### src/include/fro_defines.vh
// fro_defines.vh: constants for the fir output rounding block.
// assumes inclusion by bare name from every design file of the block.
`ifndef FRO_DEFINES_VH
`define FRO_DEFINES_VH

// ------------------------------------------------------------
// datapath widths
// ------------------------------------------------------------
`define FRO_ACC_W       48
`define FRO_OUT_W       24
`define FRO_DROP_W      24

// ------------------------------------------------------------
// rounding constants, in accumulator lsbs
// ------------------------------------------------------------
`define FRO_K_ZERO      48'h000000000000
`define FRO_K_HALF      48'h000000800000
`define FRO_K_HALF_M1   48'h0000007FFFFF
`define FRO_LOW_ZERO    24'h000000
`define FRO_LOW_ONES    24'hFFFFFF

// ------------------------------------------------------------
// rounding modes
// ------------------------------------------------------------
`define FRO_MODE_W      3
`define FRO_M_TRUNC     3'h0
`define FRO_M_RPOS      3'h1
`define FRO_M_RNEG      3'h2
`define FRO_M_SYM_INF   3'h3
`define FRO_M_SYM_ZERO  3'h4
`define FRO_M_CONV_EVEN 3'h5
`define FRO_M_CONV_ODD  3'h6

// ------------------------------------------------------------
// register byte offsets
// ------------------------------------------------------------
`define FRO_ADR_W       8
`define FRO_REG_CTRL    8'h00
`define FRO_REG_GEOM    8'h04
`define FRO_REG_STAT    8'h08
`define FRO_REG_PLAN    8'h0C

// ------------------------------------------------------------
// control register fields and reset value
// ------------------------------------------------------------
`define FRO_CTRL_SPARE  3
`define FRO_CTRL_APPROX 4
`define FRO_CTRL_PMCD   5
`define FRO_CTRL_RST    6'h00

// ------------------------------------------------------------
// geometry register: taps [11:0], ratio [23:12], chans [27:24], sym [28]
// ------------------------------------------------------------
`define FRO_TAPS_RST    12'h008
`define FRO_RATIO_RST   12'h008
`define FRO_CHANS_RST   4'h1
`define FRO_COL_CAP     12'h020

// ------------------------------------------------------------
// status bits
// ------------------------------------------------------------
`define FRO_ST_BUSY     0
`define FRO_ST_STAGE    1
`define FRO_ST_NOCONV   2
`define FRO_ST_SPLIT    3
`define FRO_ST_SYMBIG   4

`endif

### src/design/fro_acc.v
// fro_acc.v: accumulator of the fir mac engine with preload and carry-in.
// assumes one clock; the owner chooses load value, addend and carry-in.
`timescale 1ns/1ps
`default_nettype none
`include "fro_defines.vh"

module fro_acc (
    input  wire                     mclk_i,
    input  wire                     rst_i,
    input  wire                     en_i,
    input  wire                     load_i,
    input  wire [`FRO_ACC_W-1:0]    pre_i,
    input  wire [`FRO_ACC_W-1:0]    add_i,
    input  wire                     cin_i,
    output wire [`FRO_ACC_W-1:0]    acc_o,
    output wire                     sign_o
);

    reg  [`FRO_ACC_W-1:0] acc_r;
    wire [`FRO_ACC_W-1:0] base;
    wire [`FRO_ACC_W-1:0] acc_nxt;

    // ------------------------------------------------------------
    // accumulate
    // ------------------------------------------------------------
    // first term replaces the old sum, so the preload rides in for free
    assign base    = load_i ? pre_i : acc_r;
    assign acc_nxt = base + add_i + {{(`FRO_ACC_W-1){1'b0}}, cin_i};

    always @(posedge mclk_i or posedge rst_i) begin
        if (rst_i) begin
            acc_r <= `FRO_K_ZERO;
        end else if (en_i) begin
            acc_r <= acc_nxt;
        end
    end

    assign acc_o  = acc_r;
    assign sign_o = acc_r[`FRO_ACC_W-1];

endmodule // fro_acc

`default_nettype wire

### src/design/fro_round.v
// fro_round.v: final reduction stage; optional extra rounding adder,
// convergent midpoint detection and lsb forcing, registered output.
// assumes acc_i is stable in the cycle that in_valid_i is high.
`timescale 1ns/1ps
`default_nettype none
`include "fro_defines.vh"

module fro_round (
    input  wire                     mclk_i,
    input  wire                     rst_i,
    input  wire                     in_valid_i,
    input  wire [`FRO_ACC_W-1:0]    acc_i,
    input  wire                     stage_en_i,
    input  wire [`FRO_ACC_W-1:0]    k_i,
    input  wire                     to_zero_i,
    input  wire                     conv_i,
    input  wire                     odd_i,
    output wire [`FRO_OUT_W-1:0]    y_o,
    output wire                     valid_o
);

    reg  [`FRO_OUT_W-1:0] y_r;
    reg                   valid_r;
    reg  [`FRO_OUT_W-1:0] y_nxt;
    wire                  sign;
    wire                  cin;
    wire [`FRO_ACC_W-1:0] sum;
    wire                  mid;

    // ------------------------------------------------------------
    // exact symmetric add on the final sign
    // ------------------------------------------------------------
    assign sign = acc_i[`FRO_ACC_W-1];
    assign cin  = stage_en_i & (to_zero_i ? sign : ~sign);
    assign sum  = acc_i + (stage_en_i ? k_i : `FRO_K_ZERO)
                + {{(`FRO_ACC_W-1){1'b0}}, cin};

    // ------------------------------------------------------------
    // midpoint pattern and lsb forcing
    // ------------------------------------------------------------
    assign mid = (sum[`FRO_DROP_W-1:0] == (odd_i ? `FRO_LOW_ONES : `FRO_LOW_ZERO));

    always @* begin
        y_nxt = sum[`FRO_ACC_W-1:`FRO_DROP_W];
        if (conv_i && mid) begin
            y_nxt[0] = odd_i;
        end
    end

    always @(posedge mclk_i or posedge rst_i) begin
        if (rst_i) begin
            y_r     <= `FRO_LOW_ZERO;
            valid_r <= 1'b0;
        end else begin
            valid_r <= in_valid_i;
            if (in_valid_i) begin
                y_r <= y_nxt;
            end
        end
    end

    assign y_o     = y_r;
    assign valid_o = valid_r;

endmodule // fro_round

`default_nettype wire

### src/design/fro_top.v
// fro_top.v: fir mac accumulation with selectable output rounding,
// wishbone classic register slave and build-plan status.
// assumes products arrive in tap order, first and last marked, one clock.
//
// Design decisions made here: the Wishbone slave port and the placing of the registers.
`timescale 1ns/1ps
`default_nettype none
`include "fro_defines.vh"

module fro_top #(
    parameter HAS_PATDET = 1
) (
    input  wire                     mclk_i,
    input  wire                     rst_i,
    input  wire                     wb_cyc_i,
    input  wire                     wb_stb_i,
    input  wire                     wb_we_i,
    input  wire [`FRO_ADR_W-1:0]    wb_adr_i,
    input  wire [3:0]               wb_sel_i,
    input  wire [31:0]              wb_dat_i,
    output wire [31:0]              wb_dat_o,
    output wire                     wb_ack_o,
    input  wire                     term_valid_i,
    input  wire                     term_first_i,
    input  wire                     term_last_i,
    input  wire [`FRO_ACC_W-1:0]    term_i,
    output wire                     term_ready_o,
    output wire [`FRO_OUT_W-1:0]    y_o,
    output wire                     y_valid_o
);

    // ------------------------------------------------------------
    // states
    // ------------------------------------------------------------
    localparam [2:0] ST_IDLE  = 3'h1;
    localparam [2:0] ST_ACC   = 3'h2;
    localparam [2:0] ST_EXTRA = 3'h4;

    // ------------------------------------------------------------
    // declarations
    // ------------------------------------------------------------
    reg  [2:0]              state_r;
    reg  [2:0]              state_nxt;
    reg                     ready_r;
    reg                     done_r;
    reg  [5:0]              ctrl_r;
    reg  [28:0]             geom_r;
    reg  [31:0]             dat_r;
    reg                     ack_r;
    reg  [2:0]              mode_r;
    reg                     spare_r;
    reg                     approx_r;
    reg                     stage_r;
    reg  [11:0]             budget_r;
    reg  [11:0]             mults_r;
    reg                     split_r;
    reg                     symbig_r;
    reg  [2:0]              mode_eff;
    reg  [`FRO_ACC_W-1:0]   k_sel;
    reg                     acc_en;
    reg                     acc_load;
    reg  [`FRO_ACC_W-1:0]   acc_add;
    reg                     acc_cin;
    reg  [31:0]             rd_nxt;
    wire [`FRO_ACC_W-1:0]   acc_val;
    wire                    acc_sign;
    wire                    take;
    wire                    is_sym;
    wire                    use_spare;
    wire                    use_approx;
    wire                    use_stage;
    wire                    to_zero;
    wire                    conv_ok;
    wire [11:0]             taps;
    wire [11:0]             ratio;
    wire [3:0]              chans;
    wire                    geom_sym;
    wire [11:0]             chans_div;
    wire [11:0]             budget_nxt;
    wire [11:0]             mults_nxt;
    wire                    wb_req;
    wire                    wb_wr;
    wire [31:0]             geom_wr;

    // ------------------------------------------------------------
    // effective mode
    // ------------------------------------------------------------
    // without pattern hardware convergent falls back to plain truncation
    assign conv_ok = (HAS_PATDET != 0);

    always @* begin
        mode_eff = ctrl_r[2:0];
        if (ctrl_r[2:0] == 3'h7 || (!conv_ok && (ctrl_r[2:0] == `FRO_M_CONV_EVEN
                || ctrl_r[2:0] == `FRO_M_CONV_ODD))) begin
            mode_eff = `FRO_M_TRUNC;
        end
    end

    // ------------------------------------------------------------
    // where the rounding happens
    // ------------------------------------------------------------
    assign is_sym     = (mode_eff == `FRO_M_SYM_INF) || (mode_eff == `FRO_M_SYM_ZERO);
    assign use_spare  = is_sym & ctrl_r[`FRO_CTRL_SPARE];
    assign use_approx = is_sym & ~ctrl_r[`FRO_CTRL_SPARE] & ctrl_r[`FRO_CTRL_APPROX]
                      & ~ctrl_r[`FRO_CTRL_PMCD];
    assign use_stage  = is_sym & ~use_spare & ~use_approx;
    assign to_zero    = (mode_r == `FRO_M_SYM_ZERO);

    // ------------------------------------------------------------
    // rounding constant per mode
    // ------------------------------------------------------------
    always @* begin
        case (mode_r)
            `FRO_M_RPOS:      k_sel = `FRO_K_HALF;
            `FRO_M_CONV_EVEN: k_sel = `FRO_K_HALF;
            `FRO_M_RNEG:      k_sel = `FRO_K_HALF_M1;
            `FRO_M_SYM_INF:   k_sel = `FRO_K_HALF_M1;
            `FRO_M_SYM_ZERO:  k_sel = `FRO_K_HALF_M1;
            `FRO_M_CONV_ODD:  k_sel = `FRO_K_HALF_M1;
            default:          k_sel = `FRO_K_ZERO;
        endcase
    end

    // ------------------------------------------------------------
    // frame setup snapshot
    // ------------------------------------------------------------
    // taken on the first term so a mid-frame write cannot split a sum
    always @(posedge mclk_i or posedge rst_i) begin
        if (rst_i) begin
            mode_r   <= `FRO_M_TRUNC;
            spare_r  <= 1'b0;
            approx_r <= 1'b0;
            stage_r  <= 1'b0;
        end else if (take && term_first_i) begin
            mode_r   <= mode_eff;
            spare_r  <= use_spare;
            approx_r <= use_approx;
            stage_r  <= use_stage;
        end
    end

    // ------------------------------------------------------------
    // accumulation control
    // ------------------------------------------------------------
    assign take = term_valid_i & ready_r;

    always @* begin
        acc_en   = 1'b0;
        acc_load = 1'b0;
        acc_add  = term_i;
        acc_cin  = 1'b0;
        if (state_r == ST_EXTRA) begin
            acc_en  = 1'b1;
            acc_add = k_sel;
            acc_cin = to_zero ? acc_sign : ~acc_sign;
        end else if (take) begin
            acc_en   = 1'b1;
            acc_load = term_first_i;
            // sum before this term is the penultimate result
            if (approx_r && term_last_i && !term_first_i) begin
                acc_cin = to_zero ? acc_sign : ~acc_sign;
            end
        end
    end

    fro_acc u_acc (
        .mclk_i (mclk_i),
        .rst_i  (rst_i),
        .en_i   (acc_en),
        .load_i (acc_load),
        .pre_i  (use_spare || use_stage ? `FRO_K_ZERO : k_sel_first(mode_eff)),
        .add_i  (acc_add),
        .cin_i  (acc_cin),
        .acc_o  (acc_val),
        .sign_o (acc_sign)
    );

    // constant for the frame being opened, before mode_r catches up
    function [`FRO_ACC_W-1:0] k_sel_first;
        input [2:0] m;
        begin
            case (m)
                `FRO_M_RPOS:      k_sel_first = `FRO_K_HALF;
                `FRO_M_CONV_EVEN: k_sel_first = `FRO_K_HALF;
                `FRO_M_TRUNC:     k_sel_first = `FRO_K_ZERO;
                default:          k_sel_first = `FRO_K_HALF_M1;
            endcase
        end
    endfunction

    // ------------------------------------------------------------
    // state machine
    // ------------------------------------------------------------
    always @* begin
        state_nxt = state_r;
        case (state_r)
            ST_IDLE: begin
                if (take && term_first_i) begin
                    state_nxt = term_last_i ? (use_spare ? ST_EXTRA : ST_IDLE) : ST_ACC;
                end
            end
            ST_ACC: begin
                if (take && term_last_i) begin
                    state_nxt = spare_r ? ST_EXTRA : ST_IDLE;
                end
            end
            ST_EXTRA: begin
                state_nxt = ST_IDLE;
            end
            default: begin
                state_nxt = ST_IDLE;
            end
        endcase
    end

    always @(posedge mclk_i or posedge rst_i) begin
        if (rst_i) begin
            state_r <= ST_IDLE;
            ready_r <= 1'b0;
            done_r  <= 1'b0;
        end else begin
            state_r <= state_nxt;
            ready_r <= (state_nxt != ST_EXTRA);
            done_r  <= (state_r == ST_EXTRA)
                     | (take & term_last_i & (state_nxt != ST_EXTRA));
        end
    end

    // ------------------------------------------------------------
    // output stage
    // ------------------------------------------------------------
    fro_round u_round (
        .mclk_i     (mclk_i),
        .rst_i      (rst_i),
        .in_valid_i (done_r),
        .acc_i      (acc_val),
        .stage_en_i (stage_r),
        .k_i        (k_sel),
        .to_zero_i  (to_zero),
        .conv_i     ((mode_r == `FRO_M_CONV_EVEN) || (mode_r == `FRO_M_CONV_ODD)),
        .odd_i      (mode_r == `FRO_M_CONV_ODD),
        .y_o        (y_o),
        .valid_o    (y_valid_o)
    );

    // ------------------------------------------------------------
    // build plan: cycle budget and multiplier columns
    // ------------------------------------------------------------
    assign taps      = geom_r[11:0];
    assign ratio     = geom_r[23:12];
    assign chans     = geom_r[27:24];
    assign geom_sym  = geom_r[28];
    assign chans_div = (chans == 4'h0) ? 12'h001 : {8'h00, chans};
    assign budget_nxt = ratio / chans_div;
    // zero budget means no time sharing: one multiplier per tap
    assign mults_nxt = (budget_nxt == 12'h000) ? taps
                     : (taps + budget_nxt - 12'h001) / budget_nxt;

    always @(posedge mclk_i or posedge rst_i) begin
        if (rst_i) begin
            budget_r <= 12'h000;
            mults_r  <= 12'h000;
            split_r  <= 1'b0;
            symbig_r <= 1'b0;
        end else begin
            budget_r <= budget_nxt;
            mults_r  <= mults_nxt;
            split_r  <= (mults_nxt > `FRO_COL_CAP) & ~geom_sym;
            symbig_r <= (mults_nxt > `FRO_COL_CAP) & geom_sym;
        end
    end

    // ------------------------------------------------------------
    // wishbone slave
    // ------------------------------------------------------------
    // answer one cycle after the strobe; ack drops for a cycle after
    assign wb_req = wb_cyc_i & wb_stb_i & ~ack_r;
    assign wb_wr  = wb_req & wb_we_i;

    function [31:0] merge;
        input [31:0] old_v;
        input [31:0] new_v;
        input [3:0]  sel;
        integer      i;
        begin
            merge = old_v;
            for (i = 0; i < 4; i = i + 1) begin
                if (sel[i]) begin
                    merge[i*8 +: 8] = new_v[i*8 +: 8];
                end
            end
        end
    endfunction

    assign geom_wr = merge({3'h0, geom_r}, wb_dat_i, wb_sel_i);

    always @* begin
        case (wb_adr_i)
            `FRO_REG_CTRL: rd_nxt = {26'h0, ctrl_r};
            `FRO_REG_GEOM: rd_nxt = {3'h0, geom_r};
            `FRO_REG_STAT: rd_nxt = {27'h0, symbig_r, split_r, ~conv_ok,
                                     stage_r, ~state_r[0]};
            `FRO_REG_PLAN: rd_nxt = {4'h0, mults_r, 4'h0, budget_r};
            default:       rd_nxt = 32'h00000000;
        endcase
    end

    always @(posedge mclk_i or posedge rst_i) begin
        if (rst_i) begin
            ack_r  <= 1'b0;
            dat_r  <= 32'h00000000;
            ctrl_r <= `FRO_CTRL_RST;
            geom_r <= {1'b0, `FRO_CHANS_RST, `FRO_RATIO_RST, `FRO_TAPS_RST};
        end else begin
            ack_r <= wb_req;
            if (wb_req && !wb_we_i) begin
                dat_r <= rd_nxt;
            end
            if (wb_wr && wb_adr_i == `FRO_REG_CTRL) begin
                ctrl_r <= wb_sel_i[0] ? wb_dat_i[5:0] : ctrl_r;
            end
            if (wb_wr && wb_adr_i == `FRO_REG_GEOM) begin
                geom_r <= geom_wr[28:0];
            end
        end
    end

    assign wb_ack_o     = ack_r;
    assign wb_dat_o     = dat_r;
    assign term_ready_o = ready_r;

endmodule // fro_top

`default_nettype wire

### config.mk
export PLATFORM = sky130hd
export DESIGN_NAME = fro_top
export DESIGN_NICKNAME = d
export VERILOG_FILES = /design/src/design/fro_acc.v /design/src/design/fro_round.v /design/src/design/fro_top.v
export VERILOG_INCLUDE_DIRS = /design/src /design/src/include
export SDC_FILE = /design/constraint.sdc
export NUM_CORES = 1
export LEC_CHECK = 0
export BUFFER_PORTS_ARGS = -buffer_cell sky130_fd_sc_hd__buf_4
export CAP_MARGIN = 25
export CORE_UTILIZATION = 40
export DETAILED_ROUTE_END_ITERATION = 10
export HOLD_SLACK_MARGIN = 0.05
export SLEW_MARGIN = 30
export SYNTH_ARGS = -nofsm -noshare
export SYNTH_HDL_FRONTEND = slang
export SYNTH_SLANG_ARGS = --single-unit
### constraint.sdc
create_clock -name mclk_i -period 116.7 [get_ports mclk_i]
set_input_delay 11.67 -clock mclk_i [delete_from_list [all_inputs] [get_ports mclk_i]]
set_output_delay 11.67 -clock mclk_i [all_outputs]
set_load 0.02 [all_outputs]
==> flow_summary.yaml, run 1 <==
worst_setup_path:
  reg2reg_from: "geom_r[26]"
  crit_path_start: "geom_r[26]"
  required_ns: 117.04
  path_max_fanout: 22
  r2r_cells: 214
  path_depth: 214
  arrival_ns: 49.26
  critPathTopFamily: "compound AO/OA/AOI/OAI gates"
  crit_top_cell: "o21a_1"
  worstSetupPathType: "register to register"
  crit_path_end_kind: "register"
  timing.rr.end: "split_r"
  crit_path_start_kind: "register"
  worst-path-buf-inv: 17
  cp_slowest_cell: "nor2_1"
  cp_slowest_stage_delay_ns: 0.59
  ff2ff_setup_slack_ns: 67.78
global_route:
  grt-ovfl-total: 0
  grt_pass1_wl_mm: 80.5
  antenna_found_initial: 0
  track_usage: 0.224
  grt_max_degree: 121
  grt_pass1_vias: 15700
outcome:
  status: "finished clean"
clocking:
  clkLatencyLatePin_ns: 0.47
  cts_made_buffers: 17
  clk_path_buf_depth: 2
  htreeDepth: 4
  ctsHoldBuffers: 0
  clk_pin_slew_ns: 0.09
  cts_root_buffer: "clkbuf_16"
  cts_resized: 0
  clock-sinks: 175
  post_cts_buffers: 0
  cts_tree: "done"
sta:
  slew_violations: 0
  tns_ns: 0
  clock.fmax_ghz: 0.0204
  rsz0062_at_grt: "false"
  fin_skew_ns: 0.0165
  period_needed_ns: 48.93
  tightestPinTransition_ns: 0.898
  period_share: 0.419
  slew_headroom: 0.400
  setup-violations-final: 0
  hold_viol: 0
floorplan:
  num_rows: 76
  fp.dieH_um: 213
  start_util: 0.409
  core_area_um2: 43600
  io_pins: 159
  die_area_um2: 45400
  die_w_um: 213
detailed_routing:
  wirelength_mm: 50.2
  firstDrtPassIters: 5
  vias_per_cell: 5.53
  drc: 0
  ant_nets: 0
  wl_per_cell_um: 17.2
  drtIter0Drc: 828
  vias: 16200
synthesis:
  syn_area_um2: 17800
  ys_seq_elements: 175
  yosysWarnings: 0
  synthArstFlopShare: 1.00
  yosys.area.top_type: "dfrtp_1"
  seq_area_frac_synth: 0.246
  synth_top_area_frac: 0.240
  synth_ff_type: "dfrtp_1"
  synth-edff-count: 0
  ys_types: 99
  synth_area_leaders: "dfrtp_1, ha_1, nor2_1"
  syn_area_per_cell_um2: 8.09
  netlist_instances: 2203
placed_design:
  place_congestion: 0.916
  portBuffers: 152
  hpwl_mm: 39.0
worst_hold_path:
  worstHoldPathCells: 2
  hp-start: "approx_r"
  holdCritPathClass: "register to register"
  holdPathEnd: "approx_r"
cells_and_area:
  drive_gt1_frac: 0.140
  antennaDiodeCount: 0
  synthToLayoutAreaGrowth_pct: 13.4
  final_nets: 2633
flow_run:
  maxCapViolCount: 0
-- cells by family (layout without fill, tap and decap cells) --
kind of cell,Yosys count,in the layout,synth area share
other,1,3,0.000210
multiplexers,91,91,0.0603
XOR/XNOR,130,130,0.0639
flip-flops,175,175,0.246
buffers and inverters,188,319,0.0420
adder cells (fa/ha/maj),210,210,0.149
AO/OA/AOI/OAI,587,587,0.217
AND/OR/NAND/NOR,821,821,0.221
-- layout by cell type (no fill, tap or decap), drive strengths merged, types with 6 or more instances in the layout --
master / instances
nand3: 41
and3: 20
nor3b: 10
a211oi: 10
inv: 126
nor2: 283
o31ai: 31
nand4: 24
a21o: 40
and2: 40
mux2: 67
o21bai: 17
xor2: 53
ha: 205
o2111ai: 8
a31oi: 18
clkbuf: 17
nor4: 7
o31a: 7
a21boi: 10
a221oi: 19
xnor2: 77
o21a: 84
o211ai: 7
nand2b: 28
nor3: 75
or3: 18
buf: 170
or2: 14
nor2b: 42
a21oi: 150
nand2: 195
mux2i: 21
o41ai: 7
o21ai: 141
clkinv: 6
dfrtp: 171
-- state kept, by name (all words and copies together), names as in the netlist --
name             count
done_r               1
budget_r            12
spare_r              1
mode_r               3
state_r              3
stage_r              1
u_round.valid_o      1
ctrl_r               6
split_r              1
term_ready_o         1
u_round.y_o         24
u_acc.acc_o         48
approx_r             1
symbig_r             1
mults_r             12
wb_ack_o             1
geom_r              29
wb_dat_o            29
-- per-stage QoR --
stage | instance area [µm²] | util | cells | hold slack [ns] | setup WS, ns
floorplan | 17800 | - | 2205 | 0.389 | 74.36
global placement | 19600 | 0.449 | 2887 | 0.463 | 68.58
detailed placement | 19600 | 0.450 | 2888 | 0.461 | 68.19
CTS | 20200 | 0.464 | 2920 | 0.481 | 67.98
global route | 20200 | 0.464 | 2921 | 0.499 | 63.57
finish | 20200 | 0.464 | 2921 | 0.475 | 67.78
-- per-layer routing --
metal | part of all wire | routed length, µm | track usage | vias up
li1 | - | - | - | 8146
met2 | 0.49 | 24600 | 0.396 | 269
met4 | 0.019 | 966 | 0.0662 | 0
met3 | 0.030 | 1520 | 0.0202 | 56
met1 | 0.46 | 23100 | 0.288 | 7685
met5 | 0 | 0 | 0 | -
-- worst max-delay path by stage --
stage	end
after global routing	split_r
after global placement	split_r
after CTS	split_r
after floorplan	symbig_r
after detailed placement	split_r
final	split_r
-- cell type report --
cell class | count | area, µm²
Clock inverter | 15 | 214
Timing Repair Buffer | 170 | 1280
Tap cell | 585 | 732
Sequential cell | 175 | 4380
Fill cell | 4367 | 23300
Inverter | 117 | 452
Clock buffer | 17 | 425
Multi-Input combinational cell | 1842 | 12700
-- tightest hold or removal path, cell delays in order, from the launching register on --
cell and delay [ns]:
dfrtp_1 0.34, nand2_1 0.05, o31ai_1 0.05
-- synth_stat cells, drive strengths merged, types with 17 or more instances --
cell type and instances:
o21bai 17, xor2 53, and2 40, o21a 84, nand3 41, nand2 195
a221oi 19, nor2 283, nor3 75, o31ai 31, a31oi 18, a21o 40
xnor2 77, inv 116, o21ai 141, nand2b 28, mux2i 21, ha 205
nor2b 42, a21oi 150, dfrtp 171, clkbuf 57, or3 18, mux2 67
nand4 24, and3 20
Power of run 1 is left out: the tool's default activity adds up to more than one toggle a clock period on the data nets, which glitch-free logic cannot reach.
==> run 2: changes to the inputs <==
Settings changed: ABC_AREA from default to 1.
Clock period 116.7 ns to 44.3 ns, I/O delays scaled along.
==> flow_summary.yaml, run 2 <==
outcome:
  status: "finished clean"
worst_setup_path:
  worst-path-buf-inv: 43
  cp_slowest_cell: "dfrtp_1"
  crit_path_end_kind: "register"
  critPathTopFamily: "compound AO/OA/AOI/OAI gates"
  required_ns: 44.67
  arrival_ns: 40.43
  crit_top_cell: "nand2_1"
  cp_slowest_stage_delay_ns: 0.40
  crit_path_start_kind: "register"
  worstSetupPathType: "register to register"
  path_max_fanout: 20
synthesis:
  yosysMostFrequentCell: "nand2_1"
  synthArstFlopShare: 1.00
  ys_types: 72
  seq_area_frac_synth: 0.244
  synth_ff_type: "dfrtp_1"
  yosysWarnings: 0
  netlist_instances: 2646
  yosys.area.top_type: "dfrtp_1"
  synth_area_leaders: "dfrtp_1, ha_1, nand2_1"
  syn_area_per_cell_um2: 6.78
  yosys-top-cells-count: "nand2_1, inv_1, nor2_1"
  ys_seq_elements: 175
  synth-edff-count: 0
  syn_area_um2: 17900
  synth_top_area_frac: 0.239
detailed_routing:
  ant_nets: 0
  wl_per_cell_um: 15.0
  vias_per_cell: 5.09
  wirelength_mm: 50.7
  drc: 0
  vias: 17200
  drtIter0Drc: 1024
  firstDrtPassIters: 5
floorplan:
  num_rows: 77
  die_area_um2: 45700
  core_area_um2: 44200
  start_util: 0.406
  fp.dieH_um: 214
  die_w_um: 214
  io_pins: 159
global_route:
  grtUsageMet1: 0.285
  grt_pass1_wl_mm: 82.3
  antenna_found_initial: 0
  grt-ovfl-total: 0
  grt_max_degree: 104
  track_usage: 0.225
  grt_pass1_vias: 16800
  gr-usage-met2: 0.394
  grt_busiest_layer: "met2"
  grt.met3_usage: 0.0275
clocking:
  clk_pin_slew_ns: 0.08
  clkLatencyLatePin_ns: 0.44
  clk_path_buf_depth: 2
  cts_tree: "done"
  cts_root_buffer: "clkbuf_16"
  cts_made_buffers: 17
  htreeDepth: 4
  clock-sinks: 175
sta:
  period_share: 0.904
  setup-violations-final: 0
  hold_viol: 0
  tightestPinTransition_ns: 0.864
  slew_headroom: 0.420
  fin_skew_ns: 0.0128
  holdWs_ns: 0.421
  slew_violations: 0
  period_needed_ns: 40.05
  rsz0062_at_grt: "false"
  tns_ns: 0
  clock.fmax_ghz: 0.0250
cells_and_area:
  final-seq-area_um2: 4380
  antennaDiodeCount: 0
  multi_input_area_um2: 11900
  drive_gt1_frac: 0.123
  fillCellCount: 4501
  final_nets: 3089
  final_common_cell: "nand2_1"
  largest_register_ffs: 48
  final_cell_mix: "nand2_1, inv_1, nor2_1"
  postLayoutCoreUtil: 0.461
  synthToLayoutAreaGrowth_pct: 13.8
placed_design:
  hpwl_mm: 40.6
  place_congestion: 0.896
  portBuffers: 152
worst_hold_path:
  holdCritPathClass: "register to register"
flow_run:
  maxCapViolCount: 0
## run 2: cell count changes after synthesis, moves of 41 or more
cell / before / now
nor2b_1: 42 / 1
o21ai_0: 132 / 223
o21a_1: 84 / 3
nand3_1: 41 / 118
mux2_2: 61 / 4
a21oi_1: 149 / 194
nand2_1: 195 / 563
inv_1: 115 / 383
## run 2: final cells by class
cell class | count | area share
inverters | 404 | 0.0758
clock inverters | 15 | 0.00766
well taps | 592 | 0.0363
multi-input cells | 2013 | 0.582
repair buffers | 168 | 0.0623
flip-flops and latches | 175 | 0.215
clock buffers | 17 | 0.0208
## run 2: final timing paths
check	startpoint	to	slack [ns]	depth (start not counted)
max in group asynchronous	rst_i	u_acc.acc_o[12]	39.07	3
min reg2reg	geom_r[28]	split_r	0.42	1
max	geom_r[25]	split_r	4.25	263
min	geom_r[28]	split_r	0.42	1
min in group asynchronous	rst_i	wb_dat_o[10]	4.13	2
max reg2reg	geom_r[25]	split_r	4.25	263
## run 2: per-stage QoR
stage                     cell area [µm²]  instances  setup WS, ns
after floorplan                     17900       2648          9.02
after global placement              19700       3345          2.04
after detailed placement            19700       3345          1.09
after CTS                           20300       3377         0.934
after global routing                20400       3384        0.0754
final                               20400       3384          4.25
## run 2: cells by family (layout without fill, tap and decap cells)
logic type | count (synthesis) | after routing | synth area share
simple gates | 1131 | 1131 | 0.279
compound gates | 541 | 541 | 0.167
buf+inv | 460 | 604 | 0.0979
fa+ha+maj | 210 | 210 | 0.149
flops | 175 | 175 | 0.244
xor+xnor | 123 | 123 | 0.0601
mux | 5 | 5 | 0.00307
other cells | 1 | 3 | 0.000209
## run 2: layer usage
layer	up-vias	routed length, µm
met2	316	23900
met1	7935	23100
met3	68	2310
met5	-	0
met4	0	1400
li1	8899	-
## run 2: repair_timing
action	in CTS	in global routing
resized for setup	0	32
setup buffers	0	6
endpoints found under the setup margin	0	4
hold buffers	0	0
Power of run 2 is left out for the same reason.
